==> config.mk <==
export PLATFORM = sky130hd
export DESIGN_NAME = rcs_core
export DESIGN_NICKNAME = d
export VERILOG_FILES = /design/src/logic/rcs_pkg.sv /design/src/logic/rcs_req_edge.sv /design/src/logic/rcs_core.sv
export SDC_FILE = /design/constraint.sdc
export NUM_CORES = 1
export LEC_CHECK = 0
export BUFFER_PORTS_ARGS = -buffer_cell sky130_fd_sc_hd__clkbuf_2
export CORE_MARGIN = 2
export CORE_UTILIZATION = 30
export DETAILED_ROUTE_END_ITERATION = 16
export PLACE_DENSITY_LB_ADDON = 0.3
export SYNTH_ARGS = -nofsm -noshare
export SYNTH_HDL_FRONTEND = slang
export SYNTH_HIERARCHICAL = 1
export SYNTH_SLANG_ARGS = --single-unit
==> constraint.sdc <==
create_clock -name i_clk_sys -period 2.3 [get_ports i_clk_sys]
set_input_delay 0.345 -clock i_clk_sys [delete_from_list [all_inputs] [get_ports i_clk_sys]]
set_output_delay 0.345 -clock i_clk_sys [all_outputs]
set_load 0.005 [all_outputs]
==> src/logic/rcs_pkg.sv <==
// Shared constants and types for the remote register command interpreter
package rcs_pkg;
  localparam int WORD_W = 16;
  localparam int CODE_W = 8;
  localparam int MON_SLOTS = 6;
  localparam int SLOT_W = 3;
  localparam int REQ_W = 4;
  // Request bit positions in the packed request vector
  localparam int REQ_MON = 0;
  localparam int REQ_VOL = 1;
  localparam int REQ_NV = 2;
  localparam int REQ_INSTR = 3;
  // Monitor slot holding the second code
  localparam logic [SLOT_W-1:0] SLOT_SECOND = 3'h1;
  localparam logic [SLOT_W-1:0] SLOT_LAST = 3'h5;
  // Byte fields of the sixteen-bit words
  localparam int LO_MSB = 7;
  localparam int HI_LSB = 8;
  localparam int HI_MSB = 15;
  localparam int SIGN_BIT = 15;
  localparam logic [CODE_W-1:0] CODE_NONE = 8'h00;
  // Setpoint limits, units of 0.01 Hz
  localparam logic [WORD_W-1:0] FREQ_MAX_UNSIGNED = 16'h9C40;
  localparam logic [WORD_W-1:0] WORD_ZERO = 16'h0000;
  localparam logic [WORD_W-1:0] REPLY_OK = 16'h0000;
  localparam logic [WORD_W-1:0] REPLY_FREQ_RANGE = 16'h0003;
  // Alarm history depth and index field
  localparam int ALARM_W = 3;
  localparam logic [CODE_W-1:0] ALARM_DEPTH = 8'h08;
  // Settle time from reset release to station ready
  localparam int CLK_PERIOD_PS = 5000;
  localparam int INIT_TIME_NS = 1000;
  localparam int INIT_CYCLES = (INIT_TIME_NS * 1000 + CLK_PERIOD_PS - 1) / CLK_PERIOD_PS;
  localparam int INIT_W = 8;
  typedef enum logic [1:0] {
    KIND_MON,
    KIND_FREQ,
    KIND_INSTR
  } rcs_kind_t;
  typedef enum logic [2:0] {
    ST_IDLE,
    ST_MON_ISSUE,
    ST_MON_WAIT,
    ST_FREQ_ISSUE,
    ST_FREQ_WAIT,
    ST_INSTR_WAIT
  } rcs_state_t;
endpackage

==> src/logic/rcs_req_edge.sv <==
// Edge detector for the request bits coming from the master
`timescale 1ns/10ps
module rcs_req_edge #(
  parameter int W = 4
) (
  input wire logic i_clk_sys,
  input wire logic i_resetn,
  input wire logic [W-1:0] i_level,
  output logic [W-1:0] o_rise,
  output logic [W-1:0] o_fall
);
  logic [W-1:0] prev_reg;

  // Previous level of each request bit
  always_ff @(posedge i_clk_sys or negedge i_resetn) begin
    if (!i_resetn) begin
      prev_reg <= '0;
    end else begin
      prev_reg <= i_level;
    end
  end

  // Rising and falling edges
  assign o_rise = i_level & ~prev_reg;
  assign o_fall = ~i_level & prev_reg;
endmodule

==> src/logic/rcs_core.sv <==
// Remote register command interpreter: monitor, frequency write, instruction execution
`timescale 1ns/10ps
module rcs_core
  import rcs_pkg::*;
(
  input wire logic i_clk_sys,
  input wire logic i_resetn,
  input wire logic [rcs_pkg::WORD_W-1:0] i_monitor_select_pair,
  input wire logic [rcs_pkg::WORD_W-1:0] i_frequency_setpoint,
  input wire logic [rcs_pkg::WORD_W-1:0] i_instruction_word,
  input wire logic [rcs_pkg::WORD_W-1:0] i_instruction_write_value,
  input wire logic [rcs_pkg::WORD_W-1:0] i_monitor_select_three,
  input wire logic [rcs_pkg::WORD_W-1:0] i_monitor_select_four,
  input wire logic [rcs_pkg::WORD_W-1:0] i_monitor_select_five,
  input wire logic [rcs_pkg::WORD_W-1:0] i_monitor_select_six,
  input wire logic [rcs_pkg::WORD_W-1:0] i_alarm_history_index,
  input wire logic i_monitor_request_bit,
  input wire logic i_volatile_freq_write_request,
  input wire logic i_nonvolatile_freq_write_request,
  input wire logic i_instruction_execute_request,
  input wire logic [rcs_pkg::WORD_W-1:0] i_speed_display_setting,
  input wire logic i_frequency_sign_selection,
  input wire logic [rcs_pkg::WORD_W-1:0] i_link_expansion_setting,
  input wire logic i_option_error,
  input wire logic [rcs_pkg::WORD_W-1:0] i_output_frequency,
  input wire logic i_drv_ack,
  input wire logic [rcs_pkg::WORD_W-1:0] i_drv_data,
  output logic o_drv_req,
  output rcs_pkg::rcs_kind_t o_drv_kind,
  output logic [rcs_pkg::WORD_W-1:0] o_drv_code,
  output logic [rcs_pkg::CODE_W-1:0] o_drv_ext,
  output logic [rcs_pkg::WORD_W-1:0] o_drv_data,
  output logic o_drv_nv,
  output logic o_drv_reverse,
  output logic o_drv_speed,
  output logic [rcs_pkg::ALARM_W-1:0] o_alarm_select,
  output logic o_alarm_select_valid,
  output logic [rcs_pkg::WORD_W-1:0] o_first_monitor_result,
  output logic [rcs_pkg::WORD_W-1:0] o_second_monitor_result,
  output logic [4*rcs_pkg::WORD_W-1:0] o_extra_monitor_result,
  output logic [rcs_pkg::WORD_W-1:0] o_reply_code,
  output logic o_monitor_active,
  output logic o_volatile_freq_write_done,
  output logic o_nonvolatile_freq_write_done,
  output logic o_instruction_done_bit,
  output logic o_station_ready_bit
);
  import rcs_pkg::*;

  logic [REQ_W-1:0] req_level;
  logic [REQ_W-1:0] req_rise;
  logic [REQ_W-1:0] req_fall;
  rcs_state_t state_reg;
  logic [SLOT_W-1:0] slot_reg;
  logic [CODE_W-1:0] mon_code_reg [MON_SLOTS];
  logic [WORD_W-1:0] result_reg [MON_SLOTS];
  logic [WORD_W-1:0] freq_val_reg;
  logic freq_nv_reg;
  logic [WORD_W-1:0] instr_word_reg;
  logic [WORD_W-1:0] instr_data_reg;
  logic mon_pend_reg;
  logic freq_pend_reg;
  logic instr_pend_reg;
  logic [INIT_W-1:0] init_cnt_reg;
  logic ready_reg;
  logic speed_mode;
  logic signed_mode;
  logic freq_fault;
  logic [WORD_W-1:0] freq_mag;
  logic freq_rev;
  logic mon_finish;
  logic freq_finish;
  logic instr_finish;
  logic mon_skip;

  assign req_level = {i_instruction_execute_request, i_nonvolatile_freq_write_request,
                      i_volatile_freq_write_request, i_monitor_request_bit};

  rcs_req_edge #(
    .W(REQ_W)
  ) u_req_edge (
    .i_clk_sys(i_clk_sys),
    .i_resetn(i_resetn),
    .i_level(req_level),
    .o_rise(req_rise),
    .o_fall(req_fall)
  );

  // Setpoint interpretation for the current mode
  assign speed_mode = (i_speed_display_setting != WORD_ZERO);
  assign signed_mode = i_frequency_sign_selection && !speed_mode;
  always_comb begin
    freq_mag = freq_val_reg;
    freq_rev = 1'b0;
    freq_fault = 1'b0;
    if (signed_mode) begin
      freq_rev = freq_val_reg[SIGN_BIT];
      if (freq_val_reg[SIGN_BIT]) begin
        freq_mag = WORD_W'(~freq_val_reg + 16'h0001);
      end
    end else if (!speed_mode) begin
      freq_fault = (freq_val_reg > FREQ_MAX_UNSIGNED);
    end
  end

  // Completion strobes and skip of the live second monitor
  assign mon_finish = (state_reg == ST_MON_WAIT) && i_drv_ack && (slot_reg == SLOT_LAST);
  assign freq_finish = ((state_reg == ST_FREQ_WAIT) && i_drv_ack)
                       || ((state_reg == ST_FREQ_ISSUE) && freq_fault);
  assign instr_finish = (state_reg == ST_INSTR_WAIT) && i_drv_ack;
  assign mon_skip = (slot_reg == SLOT_SECOND) && (mon_code_reg[SLOT_SECOND] == CODE_NONE);

  // Snapshot of register words on a request rise while that request is not already pending
  always_ff @(posedge i_clk_sys or negedge i_resetn) begin
    if (!i_resetn) begin
      for (int i = 0; i < MON_SLOTS; i++) begin
        mon_code_reg[i] <= CODE_NONE;
      end
      freq_val_reg <= WORD_ZERO;
      freq_nv_reg <= 1'b0;
      instr_word_reg <= WORD_ZERO;
      instr_data_reg <= WORD_ZERO;
    end else begin
      if (req_rise[REQ_MON] && !mon_pend_reg) begin
        mon_code_reg[0] <= i_monitor_select_pair[LO_MSB:0];
        mon_code_reg[1] <= i_monitor_select_pair[HI_MSB:HI_LSB];
        mon_code_reg[2] <= i_monitor_select_three[LO_MSB:0];
        mon_code_reg[3] <= i_monitor_select_four[LO_MSB:0];
        mon_code_reg[4] <= i_monitor_select_five[LO_MSB:0];
        mon_code_reg[5] <= i_monitor_select_six[LO_MSB:0];
      end
      if ((req_rise[REQ_VOL] || req_rise[REQ_NV]) && !freq_pend_reg) begin
        freq_val_reg <= i_frequency_setpoint;
        freq_nv_reg <= req_rise[REQ_NV];
      end
      if (req_rise[REQ_INSTR] && !instr_pend_reg) begin
        instr_word_reg <= i_instruction_word;
        instr_data_reg <= i_instruction_write_value;
      end
    end
  end

  // Pending requests; a new rise wins over the service clear
  always_ff @(posedge i_clk_sys or negedge i_resetn) begin
    if (!i_resetn) begin
      mon_pend_reg <= 1'b0;
      freq_pend_reg <= 1'b0;
      instr_pend_reg <= 1'b0;
    end else if (i_option_error || !ready_reg) begin
      mon_pend_reg <= 1'b0;
      freq_pend_reg <= 1'b0;
      instr_pend_reg <= 1'b0;
    end else begin
      if (req_rise[REQ_MON]) begin
        mon_pend_reg <= 1'b1;
      end else if (mon_finish) begin
        mon_pend_reg <= 1'b0;
      end
      if (req_rise[REQ_VOL] || req_rise[REQ_NV]) begin
        freq_pend_reg <= 1'b1;
      end else if (freq_finish) begin
        freq_pend_reg <= 1'b0;
      end
      if (req_rise[REQ_INSTR]) begin
        instr_pend_reg <= 1'b1;
      end else if (instr_finish) begin
        instr_pend_reg <= 1'b0;
      end
    end
  end

  // Sequencer serving monitor, then frequency, then instruction
  always_ff @(posedge i_clk_sys or negedge i_resetn) begin
    if (!i_resetn) begin
      state_reg <= ST_IDLE;
      slot_reg <= '0;
    end else if (i_option_error) begin
      state_reg <= ST_IDLE;
      slot_reg <= '0;
    end else begin
      case (state_reg)
        ST_IDLE: begin
          slot_reg <= '0;
          if (mon_pend_reg) begin
            state_reg <= ST_MON_ISSUE;
          end else if (freq_pend_reg) begin
            state_reg <= ST_FREQ_ISSUE;
          end else if (instr_pend_reg) begin
            state_reg <= ST_INSTR_WAIT;
          end
        end
        ST_MON_ISSUE: begin
          if (mon_skip) begin
            slot_reg <= SLOT_W'(slot_reg + 3'h1);
          end else begin
            state_reg <= ST_MON_WAIT;
          end
        end
        ST_MON_WAIT: begin
          if (i_drv_ack) begin
            slot_reg <= SLOT_W'(slot_reg + 3'h1);
            state_reg <= (slot_reg == SLOT_LAST) ? ST_IDLE : ST_MON_ISSUE;
          end
        end
        ST_FREQ_ISSUE: begin
          state_reg <= freq_fault ? ST_IDLE : ST_FREQ_WAIT;
        end
        ST_FREQ_WAIT: begin
          if (i_drv_ack) begin
            state_reg <= ST_IDLE;
          end
        end
        ST_INSTR_WAIT: begin
          if (i_drv_ack) begin
            state_reg <= ST_IDLE;
          end
        end
        default: begin
          state_reg <= ST_IDLE;
        end
      endcase
    end
  end

  // Request toward the drive controller
  always_ff @(posedge i_clk_sys or negedge i_resetn) begin
    if (!i_resetn) begin
      o_drv_req <= 1'b0;
      o_drv_kind <= KIND_MON;
      o_drv_code <= WORD_ZERO;
      o_drv_ext <= CODE_NONE;
      o_drv_data <= WORD_ZERO;
      o_drv_nv <= 1'b0;
      o_drv_reverse <= 1'b0;
      o_drv_speed <= 1'b0;
    end else begin
      o_drv_req <= 1'b0;
      if (!i_option_error) begin
        if (state_reg == ST_MON_ISSUE && !mon_skip) begin
          o_drv_req <= 1'b1;
          o_drv_kind <= KIND_MON;
          o_drv_code <= {CODE_NONE, mon_code_reg[slot_reg]};
        end else if (state_reg == ST_FREQ_ISSUE && !freq_fault) begin
          o_drv_req <= 1'b1;
          o_drv_kind <= KIND_FREQ;
          o_drv_data <= freq_mag;
          o_drv_nv <= freq_nv_reg;
          o_drv_reverse <= freq_rev;
          o_drv_speed <= speed_mode;
        end else if (state_reg == ST_IDLE && !mon_pend_reg && !freq_pend_reg
                     && instr_pend_reg) begin
          o_drv_req <= 1'b1;
          o_drv_kind <= KIND_INSTR;
          o_drv_data <= instr_data_reg;
          if (i_link_expansion_setting != WORD_ZERO) begin
            o_drv_code <= {CODE_NONE, instr_word_reg[LO_MSB:0]};
            o_drv_ext <= instr_word_reg[HI_MSB:HI_LSB];
          end else begin
            o_drv_code <= instr_word_reg;
            o_drv_ext <= CODE_NONE;
          end
        end
      end
    end
  end

  // Monitor results; second follows output frequency when its code is zero
  always_ff @(posedge i_clk_sys or negedge i_resetn) begin
    if (!i_resetn) begin
      for (int i = 0; i < MON_SLOTS; i++) begin
        result_reg[i] <= WORD_ZERO;
      end
    end else if (i_option_error) begin
      for (int i = 0; i < MON_SLOTS; i++) begin
        result_reg[i] <= WORD_ZERO;
      end
    end else begin
      if (state_reg == ST_MON_WAIT && i_drv_ack) begin
        result_reg[slot_reg] <= i_drv_data;
      end
      if (i_monitor_select_pair[HI_MSB:HI_LSB] == CODE_NONE) begin
        result_reg[SLOT_SECOND] <= i_output_frequency;
      end
    end
  end

  assign o_first_monitor_result = result_reg[0];
  assign o_second_monitor_result = result_reg[1];
  assign o_extra_monitor_result = {result_reg[5], result_reg[4], result_reg[3], result_reg[2]};

  // Reply code for frequency writes and instructions
  always_ff @(posedge i_clk_sys or negedge i_resetn) begin
    if (!i_resetn) begin
      o_reply_code <= REPLY_OK;
    end else if (i_option_error) begin
      o_reply_code <= REPLY_OK;
    end else if (state_reg == ST_FREQ_ISSUE && freq_fault) begin
      o_reply_code <= REPLY_FREQ_RANGE;
    end else if ((state_reg == ST_FREQ_WAIT || state_reg == ST_INSTR_WAIT) && i_drv_ack) begin
      o_reply_code <= i_drv_data;
    end
  end

  // Handshake bits back to the master
  always_ff @(posedge i_clk_sys or negedge i_resetn) begin
    if (!i_resetn) begin
      o_monitor_active <= 1'b0;
      o_volatile_freq_write_done <= 1'b0;
      o_nonvolatile_freq_write_done <= 1'b0;
      o_instruction_done_bit <= 1'b0;
    end else if (i_option_error) begin
      o_monitor_active <= 1'b0;
      o_volatile_freq_write_done <= 1'b0;
      o_nonvolatile_freq_write_done <= 1'b0;
      o_instruction_done_bit <= 1'b0;
    end else begin
      if (!i_monitor_request_bit) begin
        o_monitor_active <= 1'b0;
      end else if (mon_finish) begin
        o_monitor_active <= 1'b1;
      end
      if (!i_volatile_freq_write_request) begin
        o_volatile_freq_write_done <= 1'b0;
      end else if (freq_finish && !freq_nv_reg) begin
        o_volatile_freq_write_done <= 1'b1;
      end
      if (!i_nonvolatile_freq_write_request) begin
        o_nonvolatile_freq_write_done <= 1'b0;
      end else if (freq_finish && freq_nv_reg) begin
        o_nonvolatile_freq_write_done <= 1'b1;
      end
      if (!i_instruction_execute_request) begin
        o_instruction_done_bit <= 1'b0;
      end else if (instr_finish) begin
        o_instruction_done_bit <= 1'b1;
      end
    end
  end

  // Initial setting count and station ready
  always_ff @(posedge i_clk_sys or negedge i_resetn) begin
    if (!i_resetn) begin
      init_cnt_reg <= '0;
      ready_reg <= 1'b0;
      o_station_ready_bit <= 1'b0;
    end else begin
      if (init_cnt_reg != INIT_W'(INIT_CYCLES)) begin
        init_cnt_reg <= INIT_W'(init_cnt_reg + 8'h01);
      end
      ready_reg <= (init_cnt_reg == INIT_W'(INIT_CYCLES));
      o_station_ready_bit <= ready_reg && !i_option_error;
    end
  end

  // Alarm history selection; indexes eight and above give undefined data
  always_ff @(posedge i_clk_sys or negedge i_resetn) begin
    if (!i_resetn) begin
      o_alarm_select <= '0;
      o_alarm_select_valid <= 1'b0;
    end else begin
      o_alarm_select <= i_alarm_history_index[HI_LSB+ALARM_W-1:HI_LSB];
      o_alarm_select_valid <= (i_alarm_history_index[HI_MSB:HI_LSB] < ALARM_DEPTH);
    end
  end
endmodule

==> impl_metrics.env <==
export IMPL_dpl_instance_area_um2=15300
export IMPL_gp_congestion=0.790
export IMPL_drt_pass1_iter_count=7
export IMPL_viasPerCell=4.88
export IMPL_path_class="register to register"
export IMPL_largest_reg_flops=64
export IMPL_peakVddDrop_mv=0.625
export IMPL_synth_fp_nets=1402
export IMPL_drc=0
export IMPL_critPathLaunchType="register"
export IMPL_cts_tree="done"
export IMPL_crit_fanout=4
export IMPL_grtUsageTotal_pct=18.0
export IMPL_tightest_slew_ns=0.442
export IMPL_drt_iter0_markers=612
export IMPL_core_area_um2=41000
export IMPL_cts_htree_levels=2
export IMPL_clk_pin_slew_ns=0.06
export IMPL_grt_overflow=0
export IMPL_timing_final_max_slew_violations=0
export IMPL_whs_ns=0.0357
export IMPL_routedWlPerCell_um=18.6
export IMPL_status="finished, final reports clean"
export IMPL_finalPower_mw=13.6
export IMPL_vias=10345
export IMPL_finish_net_count=1783
export IMPL_die_w_um=208
export IMPL_hpwlAfterDp_mm=28.2
export IMPL_fin_ws_ns=0.152
export IMPL_fp_row_count=74
export IMPL_critPathCaptureType="register"
export IMPL_start_util_pct=30.5
export IMPL_clock_root_buffer="clkbuf_16"
export IMPL_clock_path_buffers=3
export IMPL_grt_pass1_vias=10474
export IMPL_syn_avg_cell_area_um2=10.6
export IMPL_critPathArrivalTime_ns=2.61
export IMPL_dp_worst_setup_slack_ns=0.0281
export IMPL_relSlewSlack_pct=70.1
export IMPL_cts_made_buffers=36
export IMPL_die_y_um=208
export IMPL_wl_mm=39.4
export IMPL_postRouteAntennaNets=0
export IMPL_synthCells=1180
export IMPL_fin_util_pct=40.7
export IMPL_hold_class="input port to register"
export IMPL_setup_viol=0
export IMPL_grt_pass1_wl_mm=61.0
export IMPL_period_minus_slack_ns=2.15
export IMPL_cellLeakagePower_nw=7.71
export IMPL_antenna_cells=0
export IMPL_numClockSinks=286
export IMPL_final_area_um2=16700
export IMPL_die_area_um2=43400
export IMPL_setup_tns_ns=0
export IMPL_insertion_delay_ns=0.54
export IMPL_layout_drive_gt1_share_pct=37.7
export IMPL_skew_ns=0.0225
export IMPL_syn_cell_area_um2=12500
export IMPL_cap_viol_max_count=0
export IMPL_timing_final_crit_share_pct=93.4
export IMPL_antenna_found_initial=0
export IMPL_area_delta_synth_final_pct=33.3
export IMPL_yosysWarnings=6
export IMPL_io_pins=384
export IMPL_finalNonFillerCells=2120
export IMPL_place_inst=2042
export IMPL_pwr_density_cell_nw_per_um2=817
export IMPL_max_freq_mhz=465
export IMPL_grt_max_degree=78
export IMPL_portBuffers=343
export IMPL_crit_required_ns=2.76
export IMPL_final_hold_viol_count=0
[report_power, final]
group	internal (mW)	switching, mW
clock	3.80	2.25
combinational	0.893	0.868
sequential	5.52	0.315
total	10.2	3.43
[worst max-delay path, stage by stage (launching register included)]
cell and delay [ns]:
dfrtp_1 0.37, or4_4 0.56, or4_4 0.45, o311ai_2 0.26
xnor2_1 0.18, o22ai_2 0.10, a2bb2oi_1 0.15
[cell type report]
type / count / area (µm²)
well taps: 532 / 666
fillers: 4024 / 24300
repair buffers: 418 / 2440
multi-input cells: 810 / 5110
inverters: 9 / 33.8
flip-flops and latches: 286 / 7160
clock buffers: 49 / 1060
clock inverters: 16 / 221
[cells in the final DEF, fill, tap and decap left out, drive strengths merged, types with 18 or more instances in the layout]
master	count
nor2	36
o21ai	34
nand2	253
o22ai	18
nand3	27
buf	64
mux2	104
a21oi	126
dfrtp	286
clkbuf	390
and3	23
[worst paths after layout]
kind                                         endpoint  cells past startpoint                          from  slack [ns]
setup / recovery                       o_drv_data[14]                      6               freq_val_reg[8]        0.15
hold / removal                      instr_data_reg[8]                      2  i_instruction_write_value[8]        0.04
setup reg to reg                       o_drv_data[14]                      6               freq_val_reg[8]        0.15
hold reg to reg            o_second_monitor_result[0]                      2    o_second_monitor_result[0]        0.47
max in group asynchronous  o_extra_monitor_result[56]                      3                      i_resetn        1.28
min in group asynchronous           instr_data_reg[0]                      2                      i_resetn        0.31
[metal layers]
metal | track usage [%] | part of all wire [%]
met1 | 23.7 | 44
met2 | 28.4 | 46
met3 | 5.21 | 6.8
met4 | 6.35 | 3.1
met5 | 0 | 0
[repair_timing]
item / 4_1_cts / 5_1_grt
setup endpoints to repair: 0 / 17
hold buffers: 13 / 0
gates resized for setup: 0 / 2
endpoints found under the hold margin: 50 / 0
buffers inserted: 0 / 0
Power figures use the tool's default switching activity.
